===== config.mk =====
export PLATFORM = sky130hd
export DESIGN_NAME = sdace_top
export DESIGN_NICKNAME = d
export VERILOG_FILES = /design/src/sdace_pkg.sv /design/src/sdace_top.sv
export SDC_FILE = /design/constraint.sdc
export NUM_CORES = 1
export LEC_CHECK = 0
export BUFFER_PORTS_ARGS = -buffer_cell sky130_fd_sc_hd__buf_2
export CORE_MARGIN = 10
export CORE_UTILIZATION = 38
export CTS_CLUSTER_DIAMETER = 150
export DETAILED_ROUTE_END_ITERATION = 10
export PLACE_DENSITY_LB_ADDON = 0.08
export SYNTH_ARGS = -nofsm -noshare
export SYNTH_HDL_FRONTEND = slang
export SYNTH_SLANG_ARGS = --single-unit

===== constraint.sdc =====
create_clock -name pclk -period 1.75 [get_ports pclk]
set_input_delay 0.0875 -clock pclk [delete_from_list [all_inputs] [get_ports pclk]]
set_output_delay 0.0875 -clock pclk [all_outputs]
set_load 0.05 [all_outputs]

===== src/sdace_pkg.sv =====
// Package with register map, field positions and types of the auto command error block
package sdace_pkg;
  // Register indices as printed, byte address is four times the index
  localparam logic [11:0] ACMD_ERR_IDX = 12'h03c;
  localparam logic [11:0] HOST_CTL2_IDX = 12'h03e;
  localparam logic [11:0] ERR_INT_STAT_IDX = 12'h080;
  localparam logic [11:0] ERR_STAT_EN_IDX = 12'h081;
  localparam logic [11:0] ERR_SIG_EN_IDX = 12'h082;
  localparam int unsigned BYTE_SHIFT = 2;
  // Auto command error status fields
  localparam int unsigned NOT_EXECUTE_BIT = 0;
  localparam int unsigned TIMEOUT_BIT = 1;
  localparam int unsigned CRC_BIT = 2;
  localparam int unsigned END_BIT_BIT = 3;
  localparam int unsigned INDEX_BIT = 4;
  localparam int unsigned NOT_ISSUED_BIT = 7;
  localparam logic [15:0] ACMD_ERR_RESET = 16'h0000;
  localparam logic [15:0] ACMD_ERR_IMPL_MASK = 16'h009f;
  // Host control 2 upper half
  localparam int unsigned PRESET_EN_BIT = 15;
  localparam int unsigned ASYNC_INT_BIT = 14;
  localparam logic HOST_CTL2_PRESET_RESET = 1'b0;
  // Error interrupt status summary position
  localparam int unsigned AUTO_CMD_SUM_BIT = 8;
  localparam logic [15:0] ERR_SUM_MASK = 16'h0100;
  // Response timeout in SDCLK cycles from the command end bit
  localparam int unsigned RESP_TIMEOUT_SDCLK = 64;
  localparam int unsigned TO_CNT_W = 7;
  localparam logic [TO_CNT_W-1:0] TO_CNT_ZERO = 7'h00;
  localparam logic [TO_CNT_W-1:0] TO_CNT_ONE = 7'h01;
  // Clock setting widths
  localparam int unsigned FREQ_SEL_W = 10;
  localparam int unsigned DRV_W = 2;

  // Result of checking one automatic command response
  typedef struct packed {
    logic index_bad;
    logic end_bit_bad;
    logic crc_bad;
  } sdace_resp_check_t;

  // Clock and driver settings handed to the clock and pad logic
  typedef struct packed {
    logic [FREQ_SEL_W-1:0] freq_sel;
    logic clk_gen_sel;
    logic [DRV_W-1:0] drv_strength;
  } sdace_clk_cfg_t;

  typedef enum logic [1:0] {
    SDACE_IDLE,
    SDACE_WAIT_RESP,
    SDACE_IN_RESP
  } sdace_state_t;
endpackage : sdace_pkg


===== src/sdace_top.sv =====
// Auto command error status and host control 2 upper half with APB access
// Notes on behaviour
// Status valid only while summary flag set
// Auto CMD23 error code kept in bits 4:1
// Bit 7: command not issued, CMD12 failed
// Bit 7 zero for CMD23 errors
// Bit 4: response index mismatch
// Bit 3: response end bit was zero
// Bit 2: response CRC check failed
// Bit 1: no response within 64 SDCLK
// Timeout set means ignore bits 4:2
// CRC plus timeout means line conflict
// Bit 0: CMD12 skipped after prior error
// Bit 0 zero otherwise or for CMD23
// Preset off: software programs clock settings
// Preset on: settings come from preset values
// Async interrupt enable reads zero, ignored
// Software preserves reserved bits on writes
// Summary at bit 8, gated by enables
`timescale 1ns/1ps
module sdace_top #(
  parameter int unsigned ADDR_W = 12
) (
  input wire logic pclk,
  input wire logic presetn,
  input wire logic psel,
  input wire logic penable,
  input wire logic pwrite,
  input wire logic [ADDR_W-1:0] paddr,
  input wire logic [31:0] pwdata,
  output logic [31:0] prdata,
  output logic pready,
  output logic pslverr,
  input wire logic acmd_sent,
  input wire logic acmd_is_cmd23,
  input wire logic sdclk_tick,
  input wire logic resp_start,
  input wire logic resp_done,
  input wire sdace_pkg::sdace_resp_check_t resp_check,
  input wire logic line_conflict,
  input wire logic acmd12_skipped,
  input wire logic pending_not_issued,
  input wire sdace_pkg::sdace_clk_cfg_t sw_clk_cfg,
  input wire sdace_pkg::sdace_clk_cfg_t preset_clk_cfg,
  output sdace_pkg::sdace_clk_cfg_t clk_cfg,
  output logic preset_en,
  output logic auto_cmd_err_status,
  output logic auto_cmd_err_signal
);
  localparam logic [ADDR_W-1:0] ACMD_ERR_ADDR =
    ADDR_W'(sdace_pkg::ACMD_ERR_IDX << sdace_pkg::BYTE_SHIFT);
  localparam logic [ADDR_W-1:0] HOST_CTL2_ADDR =
    ADDR_W'(sdace_pkg::HOST_CTL2_IDX << sdace_pkg::BYTE_SHIFT);
  localparam logic [ADDR_W-1:0] ERR_INT_STAT_ADDR =
    ADDR_W'(sdace_pkg::ERR_INT_STAT_IDX << sdace_pkg::BYTE_SHIFT);
  localparam logic [ADDR_W-1:0] ERR_STAT_EN_ADDR =
    ADDR_W'(sdace_pkg::ERR_STAT_EN_IDX << sdace_pkg::BYTE_SHIFT);
  localparam logic [ADDR_W-1:0] ERR_SIG_EN_ADDR =
    ADDR_W'(sdace_pkg::ERR_SIG_EN_IDX << sdace_pkg::BYTE_SHIFT);
  localparam logic [sdace_pkg::TO_CNT_W-1:0] TO_LIMIT =
    sdace_pkg::TO_CNT_W'(sdace_pkg::RESP_TIMEOUT_SDCLK);

  sdace_pkg::sdace_state_t state_reg;
  logic [sdace_pkg::TO_CNT_W-1:0] to_cnt_reg;
  logic cmd23_reg;
  logic [15:0] acmd_err_reg;
  logic [15:0] acmd_err_next;
  logic preset_en_reg;
  logic stat_en_reg;
  logic sig_en_reg;
  logic sum_reg;
  logic [31:0] prdata_reg;
  logic pready_reg;
  logic pslverr_reg;
  sdace_pkg::sdace_clk_cfg_t clk_cfg_reg;
  logic sig_reg;

  logic access;
  logic wr_en;
  logic rd_en;
  logic mapped;
  logic timeout_hit;
  logic resp_err;
  logic err_event;
  logic [15:0] set_bits;
  logic [15:0] clr_bits;

  // APB decode
  assign access = psel & penable & ~pready_reg;
  assign wr_en = psel & penable & pready_reg & pwrite & ~pslverr_reg;
  assign rd_en = access & ~pwrite;
  always_comb begin
    case (paddr)
      ACMD_ERR_ADDR, HOST_CTL2_ADDR, ERR_INT_STAT_ADDR, ERR_STAT_EN_ADDR,
      ERR_SIG_EN_ADDR: mapped = 1'b1;
      default: mapped = 1'b0;
    endcase
  end

  // Response watch after the command end bit
  always_ff @(posedge pclk or negedge presetn) begin
    if (!presetn) begin
      state_reg <= sdace_pkg::SDACE_IDLE;
    end else begin
      case (state_reg)
        sdace_pkg::SDACE_IDLE: begin
          if (acmd_sent) begin
            state_reg <= sdace_pkg::SDACE_WAIT_RESP;
          end
        end
        sdace_pkg::SDACE_WAIT_RESP: begin
          if (resp_start) begin
            state_reg <= sdace_pkg::SDACE_IN_RESP;
          end else if (timeout_hit) begin
            state_reg <= sdace_pkg::SDACE_IDLE;
          end
        end
        sdace_pkg::SDACE_IN_RESP: begin
          if (resp_done) begin
            state_reg <= sdace_pkg::SDACE_IDLE;
          end
        end
        default: state_reg <= sdace_pkg::SDACE_IDLE;
      endcase
    end
  end

  // SDCLK count from the end bit
  always_ff @(posedge pclk or negedge presetn) begin
    if (!presetn) begin
      to_cnt_reg <= sdace_pkg::TO_CNT_ZERO;
    end else if (state_reg != sdace_pkg::SDACE_WAIT_RESP) begin
      to_cnt_reg <= sdace_pkg::TO_CNT_ZERO;
    end else if (sdclk_tick && !resp_start) begin
      to_cnt_reg <= to_cnt_reg + sdace_pkg::TO_CNT_ONE;
    end
  end

  assign timeout_hit = (state_reg == sdace_pkg::SDACE_WAIT_RESP) && !resp_start &&
    sdclk_tick && (to_cnt_reg == TO_LIMIT - sdace_pkg::TO_CNT_ONE);

  // Which automatic command is being watched
  always_ff @(posedge pclk or negedge presetn) begin
    if (!presetn) begin
      cmd23_reg <= 1'b0;
    end else if (acmd_sent && state_reg == sdace_pkg::SDACE_IDLE) begin
      cmd23_reg <= acmd_is_cmd23;
    end
  end

  assign resp_err = (state_reg == sdace_pkg::SDACE_IN_RESP) && resp_done &&
    (resp_check.index_bad | resp_check.end_bit_bad | resp_check.crc_bad);

  // Bits raised by hardware this cycle
  always_comb begin
    set_bits = 16'h0000;
    if (resp_err) begin
      set_bits[sdace_pkg::INDEX_BIT] = resp_check.index_bad;
      set_bits[sdace_pkg::END_BIT_BIT] = resp_check.end_bit_bad;
      set_bits[sdace_pkg::CRC_BIT] = resp_check.crc_bad;
    end
    if (timeout_hit) begin
      set_bits[sdace_pkg::TIMEOUT_BIT] = 1'b1;
    end
    if (line_conflict) begin
      set_bits[sdace_pkg::CRC_BIT] = 1'b1;
      set_bits[sdace_pkg::TIMEOUT_BIT] = 1'b1;
    end
    if (acmd12_skipped) begin
      set_bits[sdace_pkg::NOT_EXECUTE_BIT] = 1'b1;
    end
    if (pending_not_issued && !cmd23_reg) begin
      set_bits[sdace_pkg::NOT_ISSUED_BIT] = 1'b1;
    end
  end

  assign err_event = |set_bits;

  // Software clears a bit by writing zero to it
  always_comb begin
    clr_bits = 16'h0000;
    if (wr_en && paddr == ACMD_ERR_ADDR) begin
      clr_bits = ~pwdata[15:0] & sdace_pkg::ACMD_ERR_IMPL_MASK;
    end
  end

  always_comb begin
    acmd_err_next = (acmd_err_reg & ~clr_bits) | set_bits;
    if (cmd23_reg && err_event) begin
      acmd_err_next[sdace_pkg::NOT_ISSUED_BIT] = 1'b0;
      acmd_err_next[sdace_pkg::NOT_EXECUTE_BIT] = 1'b0;
    end
    acmd_err_next = acmd_err_next & sdace_pkg::ACMD_ERR_IMPL_MASK;
  end

  always_ff @(posedge pclk or negedge presetn) begin
    if (!presetn) begin
      acmd_err_reg <= sdace_pkg::ACMD_ERR_RESET;
    end else begin
      acmd_err_reg <= acmd_err_next;
    end
  end

  // Summary flag, set wins over write-one clear
  always_ff @(posedge pclk or negedge presetn) begin
    if (!presetn) begin
      sum_reg <= 1'b0;
    end else if (err_event && stat_en_reg) begin
      sum_reg <= 1'b1;
    end else if (wr_en && paddr == ERR_INT_STAT_ADDR &&
                 pwdata[sdace_pkg::AUTO_CMD_SUM_BIT]) begin
      sum_reg <= 1'b0;
    end
  end

  // Summary enables
  always_ff @(posedge pclk or negedge presetn) begin
    if (!presetn) begin
      stat_en_reg <= 1'b0;
      sig_en_reg <= 1'b0;
    end else if (wr_en) begin
      if (paddr == ERR_STAT_EN_ADDR) begin
        stat_en_reg <= pwdata[sdace_pkg::AUTO_CMD_SUM_BIT];
      end
      if (paddr == ERR_SIG_EN_ADDR) begin
        sig_en_reg <= pwdata[sdace_pkg::AUTO_CMD_SUM_BIT];
      end
    end
  end

  // Signal output follows the gated summary
  always_ff @(posedge pclk or negedge presetn) begin
    if (!presetn) begin
      sig_reg <= 1'b0;
    end else begin
      sig_reg <= sum_reg & sig_en_reg;
    end
  end

  // Host control 2 upper half, async enable not stored
  always_ff @(posedge pclk or negedge presetn) begin
    if (!presetn) begin
      preset_en_reg <= sdace_pkg::HOST_CTL2_PRESET_RESET;
    end else if (wr_en && paddr == HOST_CTL2_ADDR) begin
      preset_en_reg <= pwdata[sdace_pkg::PRESET_EN_BIT];
    end
  end

  // Effective clock and driver settings
  always_ff @(posedge pclk or negedge presetn) begin
    if (!presetn) begin
      clk_cfg_reg <= '0;
    end else if (preset_en_reg) begin
      clk_cfg_reg <= preset_clk_cfg;
    end else begin
      clk_cfg_reg <= sw_clk_cfg;
    end
  end

  // APB answer one cycle into the access phase
  always_ff @(posedge pclk or negedge presetn) begin
    if (!presetn) begin
      pready_reg <= 1'b0;
      pslverr_reg <= 1'b0;
    end else begin
      pready_reg <= access;
      pslverr_reg <= access & ~mapped;
    end
  end

  // Read data stands only in the cycle with pready
  always_ff @(posedge pclk or negedge presetn) begin
    if (!presetn) begin
      prdata_reg <= 32'h00000000;
    end else if (rd_en) begin
      prdata_reg <= 32'h00000000;
      case (paddr)
        ACMD_ERR_ADDR: prdata_reg[15:0] <= acmd_err_reg;
        HOST_CTL2_ADDR: begin
          prdata_reg[sdace_pkg::PRESET_EN_BIT] <= preset_en_reg;
          prdata_reg[sdace_pkg::ASYNC_INT_BIT] <= 1'b0;
        end
        ERR_INT_STAT_ADDR: prdata_reg[sdace_pkg::AUTO_CMD_SUM_BIT] <= sum_reg;
        ERR_STAT_EN_ADDR: prdata_reg[sdace_pkg::AUTO_CMD_SUM_BIT] <= stat_en_reg;
        ERR_SIG_EN_ADDR: prdata_reg[sdace_pkg::AUTO_CMD_SUM_BIT] <= sig_en_reg;
        default: prdata_reg <= 32'h00000000;
      endcase
    end else begin
      prdata_reg <= 32'h00000000;
    end
  end

  assign prdata = prdata_reg;
  assign pready = pready_reg;
  assign pslverr = pslverr_reg;
  assign clk_cfg = clk_cfg_reg;
  assign preset_en = preset_en_reg;
  assign auto_cmd_err_status = sum_reg;
  assign auto_cmd_err_signal = sig_reg;
endmodule : sdace_top


==> summary.md <==
| Metric | Value |
|---|---|
| CTS Root Cell | clkbuf_8 |
| Final setup margin | 76.5 ps |
| CP startpoint kind | flop |
| Number of synthesis warnings | 0 |
| Site Rows | 27 |
| Syn Area/Cell | 11.1 sq um |
| Fin crit period | between 1500 and 2000 ps |
| CTS tree | yes |
| Via count | 1,640 |
| Most frequent cell after synthesis | dfrtp_1 |
| Cells taking the most area after synthesis | dfrtp_1 (52%), buf_4 (8.5%), mux2_2 (8.5%), nand2_1 (2.5%), o31ai_1 (2.5%) |
| Gpl congestion | 0.756 |
| Largest register FFs | 13 |
| Post-CTS Setup Bufs | 0 |
| P per Cell Area | 868 nW/um^2 |
| Number of remaining DRC errors | 0 |
| Total power | 2.34 mW |
| Clock skew | roughly 8 ps |
| Fmax | between 500 and 600 MHz |
| Hold depth | 3 |
| Total CTS buffers | 5 |
| Crit path arrival time | 1860 ps |
| Clock sink count | 44 |
| Hold endpoint | acmd_err_reg[3] |
| Detail Route Antenna Nets | 0 |
| Synth top area share | 52.2% |
| Drt total wl | 5.25 mm |
| # diodes | 0 |
| Worst-Margin Slew | 561 ps |
| Final slew viol count | 0 |
| Io pins | 136 |
| Area growth, synth to finish | 27.7% |
| Biggest area consumer among synthesized cells | dfrtp_1 |
| Detailed placement HPWL | 4.37 mm |
| Async SR Flop Fraction | 100% |
| Synthesized cell area | 2110 sq um |
| Footprint of the multi-input gates | 891 sq um |
| Placement-stage worst setup slack | -130 ps |
| Die Wd | 94.5 microns |
| Cell count after synthesis | 190 |
| Critical path class | reg -> reg |
| Synth cell types | 39 |
| Register area | 1100 sq um |
| Final core occ | 49.5% |
| Design area | 2690 sq um |
| DR pass1 iterations | 4 |
| Core area | between 5000 and 6000 sq um |
| Crit path max fanout | 3 |
| Hold Crit Class | in -> reg |
| Req. time, crit path | 1930 ps |
| Reported max-cap violation count | 0 |
| Vias per inst | ~4.5 |
| VDD IR max | 0.460 mV |
| Largest net degree at the start of global routing | 22 |
| Setup violators final | 0 |
| Lkg Pwr | 1.36 nW |
| Critical R2R Capture | auto_cmd_err_status |
| Slowest-stage cell, CP | or4_4 |
| Final Cycle Share | a little over nine tenths |
| First-pass GRT wire length | 8.40 mm |
| Detailed Route Iter0 Violations | 41 |
| CTS H-tree lvls | 2 |
| GRT Resource Usage Total | 11.6% |
| Final Net Count | 375 |
| Initial antenna violation count | 0 |
| Status | complete, no violations |
| Post-synth top flop | dfrtp_1 |
| Reg2Reg Setup Slack | 80 ps |
| Number of port buffers | 87 |
| Worst setup EP type | flop |
| Skew-Pair Late Insertion Delay | 290 ps |
| Hold path start | resp_check[1] |
| Hold Vio Cnt, Final | 0 |
| Reg2Reg Depth | 3 |
| Crit path from | pslverr |
| Clock buffer depth | 2 |
| Post-synthesis register bit count | 44 |
| Critical path, cell by cell | or4_4 > or4_1 > a22o_1 |
| Clock-pin slew on the worst setup and hold paths | 80 ps |
| Max transition margin | 62.6% |
| Worst R2R Start | pslverr |
| Fill cell count | around 520 |
| Commonest cells post-synth | dfrtp_1 (44), buf_4 (24), mux2_2 (16), nand2_1 (14), nor2_1 (11) |
| Initial cell density of the core | 38.8% |
| Die Area | 8930 sq um |
| RSZ-0062 raised after global routing | false |
| Post-synth EDFFs | 0 |
| Layout cells sized above 1 | 42.9% |
| Vias in the first global route | roughly 1,800 |
| Avg WL per Cell | 14.5 microns |
| Remaining Overflow, GRT | 0 |
| Final hold slack | ~17 ps |
| Placed instance area | 2580 sq um |
| Max stage delay on crit path | 560 ps |
| Die Height | between 90 and 100 microns |
| Sequential-to-total area share from yosys stat | 52.2% |
==> critical path: cells and delay by family (launching register included) <==
family          cells  cell delay (ps)
simple gates        2              970
flops               1              420
compound gates      1              190
==> per-stage QoR <==
stage          instances  TNS [ps]
2_1_floorplan        213      -223
3_3_place_gp         351      -317
3_5_place_dp         351      -329
4_1_cts              361         0
5_1_grt              361         0
6_report             361         0
==> cell families (layout without fill, tap and decap cells) <==
family / after synthesis / in the layout / synth area share, %
and+or+nand+nor: 70 / 70 / 18.8
adders and majority gates: 1 / 1 / 0.593
buffers and inverters: 31 / 107 / 10.1
DFF: 44 / 44 / 52.2
xor gates and xnor gates: 6 / 6 / 2.49
AOI/OAI and AO/OA: 19 / 19 / 6.11
other: 1 / 24 / 0.178
muxes: 18 / 18 / 9.49
==> what timing repair did <==
action                    in CTS  in global routing
gates resized for setup        0                  0
hold buffers                   2                  0
hold endpoints to repair      20                  0
==> cells in the final DEF, fill, tap and decap left out, types with 3 or more instances in the layout <==
cell type	Yosys	layout
nor2_1	11	11
nand4_1	5	5
and3_1	4	4
a31oi_1	3	3
xor2_1	5	5
o31ai_1	7	7
o21ai_0	4	4
buf_4	24	7
mux2_2	16	16
or3_1	4	4
clkbuf_8	0	6
nor3_1	4	4
buf_2	0	87
and2_1	7	7
nand2_1	14	14
inv_1	3	3
conb_1	1	24
dfrtp_1	44	42
==> where the power goes <==
part | switching [mW] | total [mW] | internal [mW]
clock | 0.310 | 0.632 | 0.322
combinational | 0.362 | 0.536 | 0.174
sequential | 0.0547 | 1.17 | 1.12
==> worst max path at each step <==
stage,slack [ps],endpoint,cells past startpoint
3_5_place_dp,-130,auto_cmd_err_status,5
3_3_place_gp,-120,auto_cmd_err_status,5
4_1_cts,70,auto_cmd_err_status,3
5_1_grt,30,auto_cmd_err_status,3
6_report,80,auto_cmd_err_status,3
2_1_floorplan,-150,auto_cmd_err_status,5
==> per-layer routing <==
layer | GRT usage [%] | vias up | routed length, microns
met2 | 18.1 | 82 | 2280
met4 | 3.37 | 0 | 53
met1 | 14.1 | 742 | 2310
met5 | 0 | - | 0
met3 | 5.55 | 6 | 609
li1 | - | 810 | -
==> final cells by class <==
| class | instances | share of cell area (%) |
|---|---|---|
| clock buffers | 8 | 3.34 |
| inverters | 3 | 0.418 |
| multi-input cells | 138 | 33.1 |
| flip-flops and latches | 44 | 41.0 |
| well taps | 72 | 3.34 |
| repair buffers | 96 | 18.9 |
(Power assumes the default switching activity.)
